--- config.mk ---
export PLATFORM = sky130hd
export DESIGN_NAME = ptq_ctrl_status
export DESIGN_NICKNAME = d
export VERILOG_FILES = /design/src/ptq_pkg.sv /design/src/ptq_ctrl_status.sv
export SDC_FILE = /design/constraint.sdc
export NUM_CORES = 1
export LEC_CHECK = 0
export BUFFER_PORTS_ARGS = -buffer_cell sky130_fd_sc_hd__buf_2
export CAP_MARGIN = 0
export CORE_MARGIN = 2
export CORE_UTILIZATION = 48
export DETAILED_ROUTE_END_ITERATION = 8
export MAX_ROUTING_LAYER = met4
export PLACE_DENSITY = 0.83
export SYNTH_ARGS = -nofsm -noshare
export SYNTH_HDL_FRONTEND = slang
export SYNTH_SLANG_ARGS = --single-unit
--- constraint.sdc ---
create_clock -name i_clk -period 1.68 [get_ports i_clk]
set_input_delay 0.42 -clock i_clk [delete_from_list [all_inputs] [get_ports i_clk]]
set_output_delay 0.42 -clock i_clk [all_outputs]
set_load 0.02 [all_outputs]
--- src/ptq_pkg.sv ---
// Package for the PHY test-control and quick-poll status block.
// Assumes a single 100 MHz management-side clock and a parallel register port
// fed by the serial management frame decoder.
package ptq_pkg;
    // Register offsets (5-bit management register address)
    localparam logic [4:0] PTQ_ADDR_EXT_CTRL = 5'h10;
    localparam logic [4:0] PTQ_ADDR_QUICK_POLL = 5'h11;

    // Extended control field positions
    localparam int PTQ_EC_CIPHER_DIS = 0;
    localparam int PTQ_EC_INVALID_TX = 2;
    localparam int PTQ_EC_NRZI = 3;
    localparam int PTQ_EC_CIPHER_TEST = 5;

    // Extended control reset values
    localparam logic PTQ_EC_CIPHER_DIS_RST = 1'h0;
    localparam logic PTQ_EC_INVALID_TX_RST = 1'h0;
    localparam logic PTQ_EC_NRZI_RST = 1'h1;
    localparam logic PTQ_EC_CIPHER_TEST_RST = 1'h0;

    // Quick-poll field positions
    localparam int PTQ_QP_RATE = 15;
    localparam int PTQ_QP_DUPLEX = 14;
    localparam int PTQ_QP_MON_LO = 11;
    localparam int PTQ_QP_SIG_LOST = 10;
    localparam int PTQ_QP_PLL_ERR = 9;
    localparam int PTQ_QP_FALSE_CAR = 8;
    localparam int PTQ_QP_INV_SYM = 7;
    localparam int PTQ_QP_HALT = 6;
    localparam int PTQ_QP_PREM_END = 5;
    localparam int PTQ_QP_AN_DONE = 4;
    localparam int PTQ_QP_SIG_DET = 3;
    localparam int PTQ_QP_JABBER = 2;
    localparam int PTQ_QP_REM_FAULT = 1;
    localparam int PTQ_QP_LINK = 0;

    // Latch-high event bundle order (index into evt)
    localparam int PTQ_EVT_N = 8;

    // Quick-poll reset values
    localparam logic [7:0] PTQ_LATCH_HIGH_RST = 8'h00;
    localparam logic [2:0] PTQ_MON_RST = 3'h0;
    localparam logic PTQ_LINK_RST = 1'h0;

    // Scrambler: 11-bit stream cipher, taps 11 and 9, non-zero seed
    localparam int PTQ_LFSR_W = 11;
    localparam logic [10:0] PTQ_LFSR_SEED = 11'h7ff;

    // Transmit buffer depth and symbol widths
    localparam int PTQ_BUF_DEPTH = 2;
    localparam int PTQ_SYM_W = 5;
endpackage

--- src/ptq_ctrl_status.sv ---
// Test-control and quick-poll status logic of a 10/100 Ethernet PHY.
// Assumes the management frame decoder delivers one-cycle read/write strobes
// with a register address, and that status inputs are on i_clk except the
// rate and duplex select pins, which are synchronised here.
//
// Notes on behaviour
// - Test bit clear: standard 4B/5B encoding only
// - Test bit and TX error: use test translation
// - Test map: low nibbles zero-extended, high nibbles tabled
// - Cipher bit clear: scrambler and descrambler active
// - Cipher bit set: both bypassed, unscrambled symbols
// - Scrambling only at 100 Mb/s
// - Quick-poll is 16-bit read-only, resets to defaults
// - Latch-high bits hold events until read
// - False carrier bit latches high
// - Halt symbol bit latches high
// - Remote fault bit latches high
// - Rate bit: pin in hardware, speed bit software
// - Rate bit: zero 10 Mb/s, one 100 Mb/s
// - Duplex bit: pin in hardware, control bit software
// - Duplex bit: zero half, one full
// - Progress monitor keeps highest negotiation state reached
// - Listed progress codes; completion sets done, code zero
// - Monitor clears on reset, disable, restart
`timescale 1ns/1ps
module ptq_ctrl_status
    import ptq_pkg::*;
(
    input wire logic i_clk,
    input wire logic i_arst_n,
    // Register port from the management frame decoder
    input wire logic [4:0] i_reg_addr,
    input wire logic i_reg_wr,
    input wire logic i_reg_rd,
    input wire logic [15:0] i_reg_wdata,
    output logic [15:0] o_reg_rdata,
    output logic o_reg_rvalid,
    // Mode selection
    input wire logic i_hw_mode,
    input wire logic i_rate_select_pin,
    input wire logic i_duplex_select_pin,
    input wire logic i_ctrl_speed,
    input wire logic i_ctrl_duplex,
    // Negotiation progress
    input wire logic i_an_enable,
    input wire logic i_an_restart,
    input wire logic [2:0] i_an_state,
    input wire logic i_an_complete,
    // Status conditions, high while present
    input wire logic i_sig_lost,
    input wire logic i_pll_err,
    input wire logic i_false_carrier,
    input wire logic i_invalid_sym,
    input wire logic i_halt_sym,
    input wire logic i_premature_end,
    input wire logic i_jabber,
    input wire logic i_remote_fault,
    input wire logic i_sig_detect,
    input wire logic i_link_ok,
    // Transmit nibble stream from the MAC
    input wire logic [3:0] i_tx_nibble,
    input wire logic i_tx_err,
    input wire logic i_tx_valid,
    output logic o_tx_ready,
    // Transmit code-group stream toward the line side
    output logic [4:0] o_tx_sym,
    output logic o_tx_valid,
    input wire logic i_tx_sym_ready,
    // Receive code-group stream, descrambled here
    input wire logic [4:0] i_rx_sym,
    input wire logic i_rx_valid,
    output logic [4:0] o_rx_sym,
    output logic o_rx_valid,
    // Extended control bits for neighbouring logic
    output logic o_nrzi_en,
    output logic o_cipher_test
);

    // Standard 4B/5B data code groups
    function automatic logic [4:0] enc_std(input logic [3:0] nib);
        case (nib)
            4'h0: enc_std = 5'h1e;
            4'h1: enc_std = 5'h09;
            4'h2: enc_std = 5'h14;
            4'h3: enc_std = 5'h15;
            4'h4: enc_std = 5'h0a;
            4'h5: enc_std = 5'h0b;
            4'h6: enc_std = 5'h0e;
            4'h7: enc_std = 5'h0f;
            4'h8: enc_std = 5'h12;
            4'h9: enc_std = 5'h13;
            4'ha: enc_std = 5'h16;
            4'hb: enc_std = 5'h17;
            4'hc: enc_std = 5'h1a;
            4'hd: enc_std = 5'h1b;
            4'he: enc_std = 5'h1c;
            default: enc_std = 5'h1d;
        endcase
    endfunction

    // Test translation used to force invalid and control code groups
    function automatic logic [4:0] enc_test(input logic [3:0] nib);
        case (nib)
            4'h8: enc_test = 5'h00;
            4'h9: enc_test = 5'h0d;
            4'ha: enc_test = 5'h0c;
            4'hb: enc_test = 5'h11;
            4'hc: enc_test = 5'h10;
            4'hd: enc_test = 5'h19;
            4'he: enc_test = 5'h18;
            4'hf: enc_test = 5'h1f;
            default: enc_test = {1'h0, nib};
        endcase
    endfunction

    // One symbol through the stream cipher; returns {next state, symbol}.
    // Used by both directions so the two stay bit-compatible.
    function automatic logic [15:0] cipher(input logic [10:0] st, input logic [4:0] sym);
        logic [10:0] s;
        logic [4:0] o;
        logic k;
        s = st;
        o = 5'h00;
        k = 1'h0;
        for (int i = 4; i >= 0; i--) begin
            k = s[10] ^ s[8];
            s = {s[9:0], k};
            o[i] = sym[i] ^ k;
        end
        cipher = {s, o};
    endfunction

    // Extended control storage
    logic cipher_dis;
    logic invalid_tx;
    logic nrzi;
    logic cipher_test;

    // Synchronised select pins; first stage read only by the second
    logic rate_pin_s1, rate_pin_s2;
    logic dpx_pin_s1, dpx_pin_s2;

    // Quick-poll state
    logic [7:0] latch_high_flag; // Latch-high bits, order 10..5, 2, 1
    logic [2:0] an_mon;
    logic link_flag;

    // Derived status
    logic rate_100;
    logic duplex_full;
    logic scramble_on;
    logic [15:0] quick_poll;
    logic [15:0] ext_ctrl;
    logic [7:0] latch_high_cond;
    logic rd_qp;
    logic wr_ec;

    // Cipher state for both directions and transmit buffer
    logic [10:0] tx_lfsr;
    logic [10:0] rx_lfsr;
    logic [4:0] tx_code;
    logic [15:0] tx_ciph;
    logic [15:0] rx_ciph;
    logic [4:0] buf_mem [PTQ_BUF_DEPTH];
    logic buf_wp;
    logic buf_rp;
    logic [1:0] buf_cnt;
    logic buf_push;
    logic buf_pop;

    assign rd_qp = i_reg_rd && (i_reg_addr == PTQ_ADDR_QUICK_POLL);
    assign wr_ec = i_reg_wr && (i_reg_addr == PTQ_ADDR_EXT_CTRL);

    // Two-flop synchronisers for the asynchronous select pins
    always_ff @(posedge i_clk or negedge i_arst_n) begin
        if (!i_arst_n) begin
            rate_pin_s1 <= 1'h0;
            rate_pin_s2 <= 1'h0;
            dpx_pin_s1 <= 1'h0;
            dpx_pin_s2 <= 1'h0;
        end else begin
            rate_pin_s1 <= i_rate_select_pin;
            rate_pin_s2 <= rate_pin_s1;
            dpx_pin_s1 <= i_duplex_select_pin;
            dpx_pin_s2 <= dpx_pin_s1;
        end
    end

    // Selected technology; reflects selection, not link state
    assign rate_100 = i_hw_mode ? rate_pin_s2 : i_ctrl_speed;
    assign duplex_full = i_hw_mode ? dpx_pin_s2 : i_ctrl_duplex;

    // Extended control writes; reserved bits are not stored, and software
    // is trusted to write them as zero
    always_ff @(posedge i_clk or negedge i_arst_n) begin
        if (!i_arst_n) begin
            cipher_dis <= PTQ_EC_CIPHER_DIS_RST;
            invalid_tx <= PTQ_EC_INVALID_TX_RST;
            nrzi <= PTQ_EC_NRZI_RST;
            cipher_test <= PTQ_EC_CIPHER_TEST_RST;
        end else if (wr_ec) begin
            cipher_dis <= i_reg_wdata[PTQ_EC_CIPHER_DIS];
            invalid_tx <= i_reg_wdata[PTQ_EC_INVALID_TX];
            nrzi <= i_reg_wdata[PTQ_EC_NRZI];
            cipher_test <= i_reg_wdata[PTQ_EC_CIPHER_TEST];
        end
    end

    assign o_nrzi_en = nrzi;
    assign o_cipher_test = cipher_test;

    // Latch-high conditions, in register bit order
    assign latch_high_cond = {i_sig_lost, i_pll_err, i_false_carrier, i_invalid_sym,
                      i_halt_sym, i_premature_end, i_jabber, i_remote_fault};

    // Latch-high bits: a present condition always wins over a read clear
    always_ff @(posedge i_clk or negedge i_arst_n) begin
        if (!i_arst_n) begin
            latch_high_flag <= PTQ_LATCH_HIGH_RST;
        end else if (rd_qp) begin
            latch_high_flag <= latch_high_cond;
        end else begin
            latch_high_flag <= latch_high_flag | latch_high_cond;
        end
    end

    // Link bit latches low; a read re-arms it with the live state
    always_ff @(posedge i_clk or negedge i_arst_n) begin
        if (!i_arst_n) begin
            link_flag <= PTQ_LINK_RST;
        end else if (rd_qp) begin
            link_flag <= i_link_ok;
        end else begin
            link_flag <= link_flag & i_link_ok;
        end
    end

    // Negotiation progress monitor: keeps the highest code reached.
    // A read reloads it with the live state so the next read starts fresh.
    always_ff @(posedge i_clk or negedge i_arst_n) begin
        if (!i_arst_n) begin
            an_mon <= PTQ_MON_RST;
        end else if (!i_an_enable || i_an_restart) begin
            an_mon <= PTQ_MON_RST;
        end else if (i_an_complete) begin
            an_mon <= PTQ_MON_RST;
        end else if (rd_qp) begin
            an_mon <= i_an_state;
        end else if (i_an_state > an_mon) begin
            an_mon <= i_an_state;
        end
    end

    // Register images; reserved and unimplemented bits read as zero
    always_comb begin
        quick_poll = 16'h0000;
        quick_poll[PTQ_QP_RATE] = rate_100;
        quick_poll[PTQ_QP_DUPLEX] = duplex_full;
        quick_poll[PTQ_QP_MON_LO +: 3] = an_mon;
        quick_poll[PTQ_QP_SIG_LOST:PTQ_QP_PREM_END] = latch_high_flag[7:2];
        quick_poll[PTQ_QP_AN_DONE] = i_an_enable & i_an_complete;
        quick_poll[PTQ_QP_SIG_DET] = i_sig_detect;
        quick_poll[PTQ_QP_JABBER] = latch_high_flag[1];
        quick_poll[PTQ_QP_REM_FAULT] = latch_high_flag[0];
        quick_poll[PTQ_QP_LINK] = link_flag;
        ext_ctrl = 16'h0000;
        ext_ctrl[PTQ_EC_CIPHER_DIS] = cipher_dis;
        ext_ctrl[PTQ_EC_INVALID_TX] = invalid_tx;
        ext_ctrl[PTQ_EC_NRZI] = nrzi;
        ext_ctrl[PTQ_EC_CIPHER_TEST] = cipher_test;
    end

    // Read data is captured at the strobe, before the read clears flags.
    // Writes to the quick-poll address are ignored (read-only)
    always_ff @(posedge i_clk or negedge i_arst_n) begin
        if (!i_arst_n) begin
            o_reg_rdata <= 16'h0000;
            o_reg_rvalid <= 1'h0;
        end else begin
            o_reg_rvalid <= i_reg_rd;
            if (i_reg_rd) begin
                case (i_reg_addr)
                    PTQ_ADDR_EXT_CTRL: o_reg_rdata <= ext_ctrl;
                    PTQ_ADDR_QUICK_POLL: o_reg_rdata <= quick_poll;
                    default: o_reg_rdata <= 16'h0000;
                endcase
            end
        end
    end

    // Cipher runs only at 100 Mb/s and when not disabled
    assign scramble_on = rate_100 && !cipher_dis;

    // Code-group selection: test map only with both the bit and TX error
    assign tx_code = (invalid_tx && i_tx_err) ? enc_test(i_tx_nibble)
                                              : enc_std(i_tx_nibble);
    assign tx_ciph = cipher(tx_lfsr, tx_code);

    // Buffer handshake; ready drops when both entries are taken
    assign o_tx_ready = (buf_cnt != 2'h2);
    assign buf_push = i_tx_valid && o_tx_ready;
    assign buf_pop = o_tx_valid && i_tx_sym_ready;
    assign o_tx_valid = (buf_cnt != 2'h0);
    assign o_tx_sym = buf_mem[buf_rp];

    // Transmit cipher state advances once per accepted nibble while scrambling is on
    always_ff @(posedge i_clk or negedge i_arst_n) begin
        if (!i_arst_n) begin
            tx_lfsr <= PTQ_LFSR_SEED;
        end else if (buf_push && scramble_on) begin
            tx_lfsr <= tx_ciph[15:5];
        end
    end

    // Two-entry buffer storage; a stalled receiver loses no symbol
    always_ff @(posedge i_clk or negedge i_arst_n) begin
        if (!i_arst_n) begin
            buf_mem[0] <= 5'h00;
            buf_mem[1] <= 5'h00;
            buf_wp <= 1'h0;
            buf_rp <= 1'h0;
        end else begin
            if (buf_push) begin
                buf_mem[buf_wp] <= scramble_on ? tx_ciph[4:0] : tx_code;
                buf_wp <= ~buf_wp;
            end
            if (buf_pop) begin
                buf_rp <= ~buf_rp;
            end
        end
    end

    // Occupancy count
    always_ff @(posedge i_clk or negedge i_arst_n) begin
        if (!i_arst_n) begin
            buf_cnt <= 2'h0;
        end else if (buf_push && !buf_pop) begin
            buf_cnt <= buf_cnt + 2'h1;
        end else if (buf_pop && !buf_push) begin
            buf_cnt <= buf_cnt - 2'h1;
        end
    end

    // Receive descrambler; symbols pass straight through when bypassed.
    // No lock search here: the local sequence starts from the seed.
    assign rx_ciph = cipher(rx_lfsr, i_rx_sym);

    always_ff @(posedge i_clk or negedge i_arst_n) begin
        if (!i_arst_n) begin
            rx_lfsr <= PTQ_LFSR_SEED;
            o_rx_sym <= 5'h00;
            o_rx_valid <= 1'h0;
        end else begin
            o_rx_valid <= i_rx_valid;
            if (i_rx_valid) begin
                o_rx_sym <= scramble_on ? rx_ciph[4:0] : i_rx_sym;
                if (scramble_on) begin
                    rx_lfsr <= rx_ciph[15:5];
                end
            end
        end
    end

endmodule

Word-level counts from Yosys, hierarchy flattened
Memory sizes are Yosys's and may differ from the RTL's.
Cells that the tools add are included.
{"block": "op_classes", "shift": 0, "n_div": 0, "n_reduce_logical": 19, "n_addsub": 2, "mux": 21, "magnitude_cmp": 4, "n_mul": 0, "n_bitwise": 27, "n_eq_ne": 11}
{"operator": "one-hot mux 5 bit (8 select lines)", "count": 1}
{"operator": "two-way mux 5 bit", "count": 7}
{"operator": "equality test 4 bit, second input constant", "count": 8}
{"operator": "one-hot mux 16 bit (2 select lines)", "count": 1}
{"operator": "XOR 1 bit", "count": 20}
{"operator": "two-way mux 3 bit", "count": 4}
{"operator": "bitwise mux 10 bit", "count": 1}
{"operator": "equality test 5 bit, second input constant", "count": 2}
{"operator": "logical AND 1 bit", "count": 10}
{"operator": "two-way mux 8 bit", "count": 1}
{"operator": "OR 8 bit", "count": 1}
{"operator": "demux 5 bit (select 1 bit)", "count": 1}
{"operator": ">= comparator 2 bit, second input constant", "count": 2}
{"operator": "zero test 1 bit", "count": 4}
{"operator": "two-way mux 2 bit", "count": 2}
{"operator": "inverter 1 -> 2 bit", "count": 2}
{"operator": "nonzero test 2 bit", "count": 2}
{"operator": "nonzero test 4 bit", "count": 1}
{"operator": "> comparator 3 bit", "count": 1}
{"operator": "two-way mux 1 bit", "count": 3}
{"operator": "adder 2 x 1 -> 2 bit, second input constant", "count": 1}
{"operator": "AND 1 bit", "count": 2}
{"operator": "less-than comparator 2 x 1 -> 1 bit, second input constant", "count": 1}
{"operator": "!= test 2 bit, second input constant", "count": 1}
{"operator": "other kinds (4)", "count": 5}
{"block": "word_totals", "in_bits": 59, "mem_count": 1, "latchBits": 0, "register_bits": 79, "out_inout_bits": 32, "elab_cells": 107, "ram_bits": 0, "rom_bits": 80}
{"memory": "(name not given)", "depth": 16, "width": 5, "rd": 1, "rd_clocked_by_memory_dff": 0, "wr": 0, "line_no": "ptq_ctrl_status.sv:81", "text": "case (nib)"}

Depth between registers and ports, before layout
Gate-level depths: netlist of the first run.
{"block": "logic_depth", "depth_word": 6, "depth_mapped": 6, "ltp_nobuf": 6}

Worst setup path before layout of the first run
OpenSTA, ideal clock, no wires.
{"block": "synth_path", "kind": "register to register", "start": "reg buf_cnt[1]", "end": "reg buf_mem[9] (netlist bit)", "setup_slack_ps": 38, "path_stages_with_launch": 6, "setup_ps": 69, "t_arrival_ps": 1573, "period_less_slack_ps": 1642, "cell_sequence": "dfrtp_1 nor2b_2 or3_1 buf_2 or4_1 nand3_1"}
{"block": "synth_via", "elab_chain_cells": 2}
{"item": "start: declaration", "line_no": "ptq_ctrl_status.sv:167", "text": "logic [1:0] buf_cnt;"}
{"item": "start signal: assignment", "line_no": "ptq_ctrl_status.sv:338", "text": "buf_cnt <= buf_cnt + 2'h1;"}
{"item": "start signal: assignment", "line_no": "ptq_ctrl_status.sv:340", "text": "buf_cnt <= buf_cnt - 2'h1;"}
{"item": "!= test 2 bit", "line_no": "ptq_ctrl_status.sv:300", "text": "assign o_tx_ready = (buf_cnt != 2'h2);"}
{"item": "logical AND 1 bit", "line_no": "ptq_ctrl_status.sv:301", "text": "assign buf_push = i_tx_valid && o_tx_ready;"}
{"item": "end signal: indexed assignment", "line_no": "ptq_ctrl_status.sv:324", "text": "buf_mem[buf_wp] <= scramble_on ? tx_ciph[4:0] : tx_code;"}
{"item": "end: declaration", "line_no": "ptq_ctrl_status.sv:164", "text": "logic [4:0] buf_mem [PTQ_BUF_DEPTH];"}
Every way passes these cells.
A chain may end at the register's enable or synchronous reset.

Worst setup path in the final report of the first run
{"block": "layout_path", "start": "reg buf_rp", "end": "out o_tx_sym[4]"}
{"block": "layout_via", "elab_chain_cells": 4}
{"item": "start: declaration", "line_no": "ptq_ctrl_status.sv:166", "text": "logic buf_rp;"}
{"item": "start signal: assignment", "line_no": "ptq_ctrl_status.sv:328", "text": "buf_rp <= ~buf_rp;"}
{"item": "inverter 1 -> 2 bit (not written as such)", "line_no": "ptq_ctrl_status.sv:304", "text": "assign o_tx_sym = buf_mem[buf_rp];"}
{"item": "two-way mux 5 bit (not written as such) (3 in a row)", "line_no": "ptq_ctrl_status.sv:304"}
{"item": "end: declaration", "line_no": "ptq_ctrl_status.sv:66", "text": "output logic [4:0] o_tx_sym,"}
Every way passes these cells. The select of a mux whose other input is x is not followed.

==> results.txt, run 1 <==
- Area of all placed cells without fillers: 4560 um^2
- Final cell utilization of the core: 62.5%
* Skew-Pair Late Insertion Delay: about 0.34 ns
- Synthesized net count: 393
* Tightest Pin Transition: between 0.5 and 0.6 ns
* Share of layout cells above drive strength 1: approximately two fifths
- Synthesized netlist cell count: 330
* Violations in the final reports: setup timing
- The number of placed instances, taps included, is just over 500.
* Pin count of the biggest net entering global routing: 34
- Counting cells, the worst reg-to-reg path comes to 4.
- The floorplan has 31 rows.
* TritonCTS clock tree: built
- The die covers 8270 um^2.
* Fin. Hold Viols: 0
- The clock drives a little under 80 sinks.
- Across the VDD grid, the largest voltage drop is between 800 and 900 uV.
- Most frequent standard cell in the layout excluding fill and tap cells: sky130_fd_sc_hd__buf_2
* Result of the run: complete, but fails checks
* Total number of yosys warnings: 0
- Of the post-synthesis cell area, the part taken by muxes is a little over 9%.
* Syn-to-layout area delta: 25.6%
- The worst setup path is launched from a flop.
- Detailed placement ended at an HPWL of ~5700 um.
* Port-buffer cells: approximately 80
- The path class of the tightest hold or removal check is in -> reg.
- The finished layout holds 534 standard cells, fillers aside.
- The synthesized netlist devotes 4.83% of its cell area to XOR and XNOR gates.
* Clock root buffer: sky130_fd_sc_hd__clkbuf_8
* Main area contributors after synthesis: sky130_fd_sc_hd__dfrtp_1 39%, sky130_fd_sc_hd__dfstp_2 17%, sky130_fd_sc_hd__mux2_2 7.8%
- Via count of the first global-routing pass: approximately 2.8k
- Starting density of the core: around 50%
- Antenna violations before repair: 0
- Final wirelength: around 7700 um
- Endpoints failing setup: 5
- The library cells used most frequently in the layout, excluding fill and tap cells, are 71 x sky130_fd_sc_hd__buf_2, 54 x sky130_fd_sc_hd__dfrtp_1, 31 x sky130_fd_sc_hd__nand2_1, 27 x sky130_fd_sc_hd__buf_4, 23 x sky130_fd_sc_hd__dfstp_2.
- Kind of end point of the critical path: output port
- Detailed routing inserted a total of between 2k and 3k vias.
* Final period demand of the worst path: around 1.7 ns
- Number of iterations in the first detailed-routing pass: 4
- The number of clock buffers added by TritonCTS is 9.
- Post-synthesis simple-gate area fraction: approximately an eighth
* EDFF count, synth: 0
* Worst setup path category: reg -> out
* Violation count after the first detailed-route iteration: approximately 110
- Global routing consumed, over all layers together, between 20% and 30% of the routing resources.
- After detailed routing, the number of remaining DRC violations is 0.
* Area used by multi-input combinational logic: between 1500 and 2000 um^2
- The core region is 7290 um^2.
- Relative slew slack: a little over 60%
- Fill cells in the final layout number slightly above 600.
- Power after layout: 6.87 mW
- Summed over all instances, the cell type with the most area after synthesis is sky130_fd_sc_hd__dfrtp_1.
- In this run the power density over the cells is about 1500 nW/um^2.
- The first global-routing pass estimated roughly 13000 um of wire.
- In this run the cell area of the synthesized design comes to ~3600 um^2.
* Fraction of the mapped netlist area in compound gates: roughly an eighth
- Clock skew on the completed layout was measured at around 0.007 ns.
- Synth Flop Type: sky130_fd_sc_hd__dfrtp_1
- Measured along the x axis, the die boundary spans around 91 um.
* Async set-or-reset flop fraction in the synthesized netlist: between 90% and 100%
* Slowest cell on the critical path: sky130_fd_sc_hd__dfrtp_2
- Area after DPL: ~4300 um^2
- In this run, synthesis produced a sequential element count of 79.
- Summing all flip-flop and latch instances after layout gives about 2000 um^2.
- No sink is reached through more buffers than the 2 on the longest clock path.
- IO Count: a little over 90
* Worst Slack Setup Final: -0.0239 ns
* Cells traversed along the worst timing path: mux2_4, buf_6
* Number of nets at the end of the flow: 493
* MaxCap Viol Count: 0
- 0 antenna diodes ended up in the layout.
- In this design, the stage delay of the slowest critical-path cell is ~0.49 ns.
* Largest family of logic cells by synthesized area: simple AND/OR/NAND/NOR gates
- Sequential area share after synthesis: between 50% and 60%
* Total count of max-transition violations in the final report: 0
- Post-Synthesis Mean Instance Area: 11.0 um^2
* Setup repair after global routing missed its margin: true
* Synth cell types: 44
* Leakage Power: 2.05 nW
- The top cell type by area accounts for between 30 and 40% of the synthesized area.
- CTS H-tree depth: 3
* Routed vias/inst: between 5 and 6
- In this run the worst path has a maximum fanout of 6.
- Number of stages on the worst hold path: 1
- Clock-pin transition on the worst setup and hold timing paths: approximately 0.08 ns
- At the end of routability-driven placement, the weighted congestion stood at ~0.87.
- Max Clk Rate: slightly below 600 MHz
- Routed wire length per instance: 14.5 um
- GRT Residual Overflow: 0
* Chip height: 91.0 um
- For the worst setup path, the data arrival time is 1.28 ns.
* CP required: roughly 1.3 ns
- Of the total synthesized cell area, the portion taken by full adders, half adders and majority gates is 1.38%.
- The detail route stage leaves a number of antenna-violating nets equal to 0.
- Share of the clock period used by the worst path: 101%
## power breakdown
part           internal [mW]  switching [mW]  total, mW
Sequential              2.63           0.397       3.02
Clock                  0.734           0.681       1.42
Combinational           1.27            1.17       2.44
Total                   4.63            2.25       6.87
## flip-flops by register name (all words and copies together) (netlist names), 2 cells and up
name,flops
tx_lfsr,11
latch_high_flag,8
buf_cnt,2
o_reg_rdata,16
an_mon,3
buf_mem,10
rx_lfsr,11
o_rx_sym,5
## layer usage
metal,GRT usage [%],wire length (um),vias to the layer above
met5,-,0,-
met4,7.20,91,0
met3,3.73,386,10
met2,31.7,3770,73
met1,26.2,3490,1338
li1,-,-,1353
## cells in the mapped netlist (all sizes together) (3+ instances only)
| master | instances |
|---|---|
| ha | 4 |
| mux2 | 25 |
| dfrtp | 56 |
| o22ai | 4 |
| a21oi | 17 |
| nor3 | 9 |
| buf | 7 |
| inv | 20 |
| nand2b | 3 |
| nand2 | 31 |
| a221o | 4 |
| dfstp | 23 |
| nor4b | 3 |
| o21ai | 13 |
| and3 | 5 |
| nor2b | 6 |
| clkbuf | 9 |
| o21a | 3 |
| o211ai | 4 |
| o31ai | 5 |
| nor2 | 16 |
| a21o | 9 |
| mux2i | 5 |
| xor2 | 5 |
| nand3 | 9 |
| xnor2 | 15 |
## logic make-up (layout without fill, tap and decap cells)
family,Yosys count,after routing
compound gates,68,68
xor+xnor,20,20
fa+ha+maj,4,4
buf+inv,36,141
flops,79,79
mux,30,30
simple gates,93,93
## final timing paths
path,startpoint,endpoint,slack (ns)
setup / recovery,buf_rp,o_tx_sym[4],-0.02
hold / removal,i_duplex_select_pin,dpx_pin_s1,0.18
setup reg to reg,invalid_tx,buf_mem[2],0.11
hold reg to reg,dpx_pin_s1,dpx_pin_s2,0.36
max in group asynchronous,i_arst_n,o_reg_rdata[9],0.57
min in group asynchronous,i_arst_n,dpx_pin_s1,0.53
## critical path: cells and delay by family, from the launching register on
| family | cells | cell delay, ns |
|---|---|---|
| buffers and inverters | 1 | 0.13 |
| DFF | 1 | 0.49 |
| muxes | 1 | 0.33 |
## stage by stage
stage	TNS [ns]	worst slack, ns	hold WS [ns]
3_3_place_gp	-0.189	-0.0499	0.346
3_5_place_dp	-0.613	-0.0900	0.346
2_1_floorplan	0	0.0378	0.124
4_1_cts	-0.185	-0.0420	0.165
5_1_grt	-0.367	-0.0664	0.170
6_report	-0.106	-0.0239	0.177
## final cells by class
class | instances | share of cell area (%)
sequential | 79 | 44.1
multi-input combinational | 215 | 33.1
timing repair buffer | 105 | 14.1
clock buffer | 12 | 3.18
tap | 99 | 2.72
inverter | 20 | 1.65
clock inverter | 4 | 1.18
## what timing repair did
action,in CTS,in global routing
setup endpoints to repair,6,9
hold buffers,1,0
resized for setup,18,3
cloned,0,0
hold endpoints to repair,2,0
pin swaps,0,0
setup buffers,1,2
(Power assumes the default switching activity.)
==> inputs of run 2 (changes only) <==
--- a/config.mk
+++ b/config.mk
@@ -7,6 +7,7 @@
 export LEC_CHECK = 0
 export BUFFER_PORTS_ARGS = -buffer_cell sky130_fd_sc_hd__buf_2
 export CAP_MARGIN = 0
+export CORE_ASPECT_RATIO = 0.8
 export CORE_MARGIN = 2
 export CORE_UTILIZATION = 48
 export DETAILED_ROUTE_END_ITERATION = 8
==> results.txt, run 2 (synthesized netlist as in run 1, its figures left out) <==
- CP required: 1.26 ns (about the same)
- Wire length of the first global-routing pass: 13500 um (+3.7%)
- Leaving out fill and tap cells, the most frequent cell in the layout is sky130_fd_sc_hd__buf_2.
- The worst slew slack as a fraction of its limit is 71.4% (+9.4 points).
* Routability congestion estimate from global placement: 0.861 (-0.73%)
- Result of the run: complete, but fails checks
* Power after layout: 7.14 mW (+3.9%)
- The number of buffers created by CTS came to 9 (unchanged).
- STA classifies the critical path endpoint as an output port.
- The worst-case setup slack after placement came to -0.156 ns (-0.0659 ns).
- Highest cell delay on the worst timing path: 0.49 ns (about the same)
- Pin count of the biggest net entering global routing: 30 (-12%)
- The maximum level of the CTS H-tree was 3 (unchanged).
- The worst hold margin was 0.175 ns (-0.00185 ns).
* Worst ir drop on vdd: 572 uV (-35%)
- The DRC violation count after routing was 0 (unchanged).
- The number of antenna violations at the first check in global routing came to 0 (unchanged).
- Number of iterations in the first detailed-routing pass: 6 (+2)
- The leakage component of the power came to 2.09 nW (+1.6%).
- The critical path goes through mux2_4, buf_6.
- Via count of the first global-routing pass: 2954 (+6.1%)
- The placed instance count was 506 (-1.6%).
- The count of boundary I/O pins was 91 (unchanged).
* Violations in the final reports: setup timing
- Clock root buffer: sky130_fd_sc_hd__clkbuf_8
* # diodes: 0 (unchanged)
* Largest registers ranked by flip-flop count: o_reg_rdata x16, rx_lfsr x11, tx_lfsr x11
* Area after DPL: 4270 um^2 (+0.21%)
- The total wire length was 8050 um (+4.0%).
- Remaining number of nets flagged by the antenna check after routing: 0 (unchanged)
- Number of nets at the end of the flow: 495 (+0.41%)
- Total track usage: 21.8% (+1.7 points)
- Core area: 7360 um^2 (+0.89%)
- From synthesis to final layout, the design area changed by 27.4%.
- Worst setup path category: reg -> out
- The endpoint arrival time on the critical path was 1.30 ns (+0.02 ns).
* Register ranked first by flip-flop count: o_reg_rdata
* Overall die area: 8280 um^2 (about the same)
* Area of all placed cells without fillers: 4620 um^2 (+1.5%)
- The highest attainable clock frequency is 582 MHz (-0.76%).
- Non-filler cells, final: 527 (-1.3%)
- Largest register FFs: 16 (unchanged)
- The leftover overflow at the end of global routing came to 0 (unchanged).
- CTS max path bufs: 2 (unchanged)
* Tightest Pin Transition: 0.422 ns (-0.145 ns)
- TritonCTS built the clock tree.
- Routed wire length per instance: 15.3 um (+5.4%)
- Worst Slack Setup Final: -0.0368 ns (-0.0130 ns)
* Final period demand of the worst path: 1.72 ns (+0.0130 ns)
- Routed vias/inst: 5.38 (+3.5%)
- The final cycle utilization of the critical path came to 102% (+0.77 points).
- The min-delay analysis places its worst path in the category in -> reg.
- The ratio of cells with drive above 1 in the final layout came to 41.4% (+1.9 points).
- The initial cell density of the core came to 49.3% (-0.44 points).
- The max-slew violation count came to 0 (unchanged).
- Violation count after the first detailed-route iteration: 116 (+6.4%)
* Endpoints failing setup: 5 (unchanged)
- Peak fanout along the critical path: 6 (unchanged)
* Port-buffer cells: 78 (unchanged)
- Clock-pin transition on the worst setup and hold timing paths: 0.09 ns (about the same)
- Total power density per cell area: 1540 nW/um^2 (+2.4%)
- MaxCap Viol Count: 0 (unchanged)
- STA classifies the critical path startpoint as a flop.
- The clock skew after layout is 0.0105 ns (+0.00356 ns).
- The final-layout fill cell count came to 601 (-1.3%).
* Width of the die: 101 um (+11%)
- The number of hold-slack violations in the final timing report was 0 (unchanged).
- Among all stages on the critical path, the largest delay is contributed by sky130_fd_sc_hd__dfrtp_2.
- Half-perimeter wire length of the detailed placement result: 5870 um (+2.3%)
- Row cnt: 28 (-9.7%)
* Skew-Pair Late Insertion Delay: 0.35 ns (about the same)
- The y dimension of the die was 81.8 um (-10%).
- The top cell types in the final layout, fill and taps aside, are 70 x sky130_fd_sc_hd__buf_2, 53 x sky130_fd_sc_hd__dfrtp_1, 31 x sky130_fd_sc_hd__nand2_1, 27 x sky130_fd_sc_hd__buf_4, 23 x sky130_fd_sc_hd__dfstp_2.
- The number of vias after detailed routing is 2834 (+2.2%).
- Setup repair after global routing missed its margin: true
* Clock Sink Count: 79 (unchanged)
run 2: changes by cell type in the layout (fill, tap and decap cells not counted), sizes merged:
cell and change:
bufinv +1, inv -1, buf +2, clkbuf -3, clkinv +3
run 2: per-stage QoR:
step                setup TNS [ns]  utilization (%)
floorplan                        0                -
global placement            -0.510             58.1
detailed placement           -1.57             58.1
CTS                         -0.306             61.6
global route                -0.385             62.9
finish                      -0.171             62.9
run 2: what timing repair did:
item / 4_1_cts / 5_1_grt
gates resized for setup: 5 / 24
hold buffers: 1 / 0
hold endpoints to repair: 7 / 0
endpoints found under the setup margin: 7 / 9
buffers inserted: 2 / 2
run 2: where the power goes:
| part | switching, mW | internal (mW) | total [mW] |
|---|---|---|---|
| Sequential | 0.415 | 2.63 | 3.04 |
| Clock | 0.721 | 0.838 | 1.56 |
| Combinational | 1.21 | 1.33 | 2.54 |
| Total | 2.34 | 4.80 | 7.14 |
run 2: final cells by class:
class / instances / area (um^2) / area share [%]
Clock buffer: 9 / 124 / 2.68
Clock inverter: 7 / 97.6 / 2.11
Inverter: 20 / 75.1 / 1.62
Multi-Input combinational cell: 215 / 1520 / 33.0
Sequential cell: 79 / 2010 / 43.5
Tap cell: 90 / 113 / 2.44
Timing Repair Buffer: 107 / 682 / 14.7
run 2: metal layers:
metal	share of wire, %	track usage (%)
met2	48	34.2
met4	2.5	9.46
met3	4.6	5.70
met5	0	-
met1	45	26.8
run 2: worst paths after layout:
check | startpoint | endpoint | slack (ns) | depth (start not counted)
worst max-delay path | buf_rp | o_tx_sym[3] | -0.04 | 2
worst min-delay path | i_rate_select_pin | rate_pin_s1 | 0.17 | 1
worst max register to register | rate_pin_s2 | buf_mem[6] | 0.10 | 6
worst min register to register | dpx_pin_s1 | dpx_pin_s2 | 0.36 | 0
max in group asynchronous | i_arst_n | rx_lfsr[10] | 0.58 | 3
min in group asynchronous | i_arst_n | o_reg_rdata[1] | 0.55 | 2
run 2: worst max-delay path, delay by kind of cell (launching register included):
kind | cells | cell delay [ns]
flops | 1 | 0.49
mux | 1 | 0.32
buf+inv | 1 | 0.13
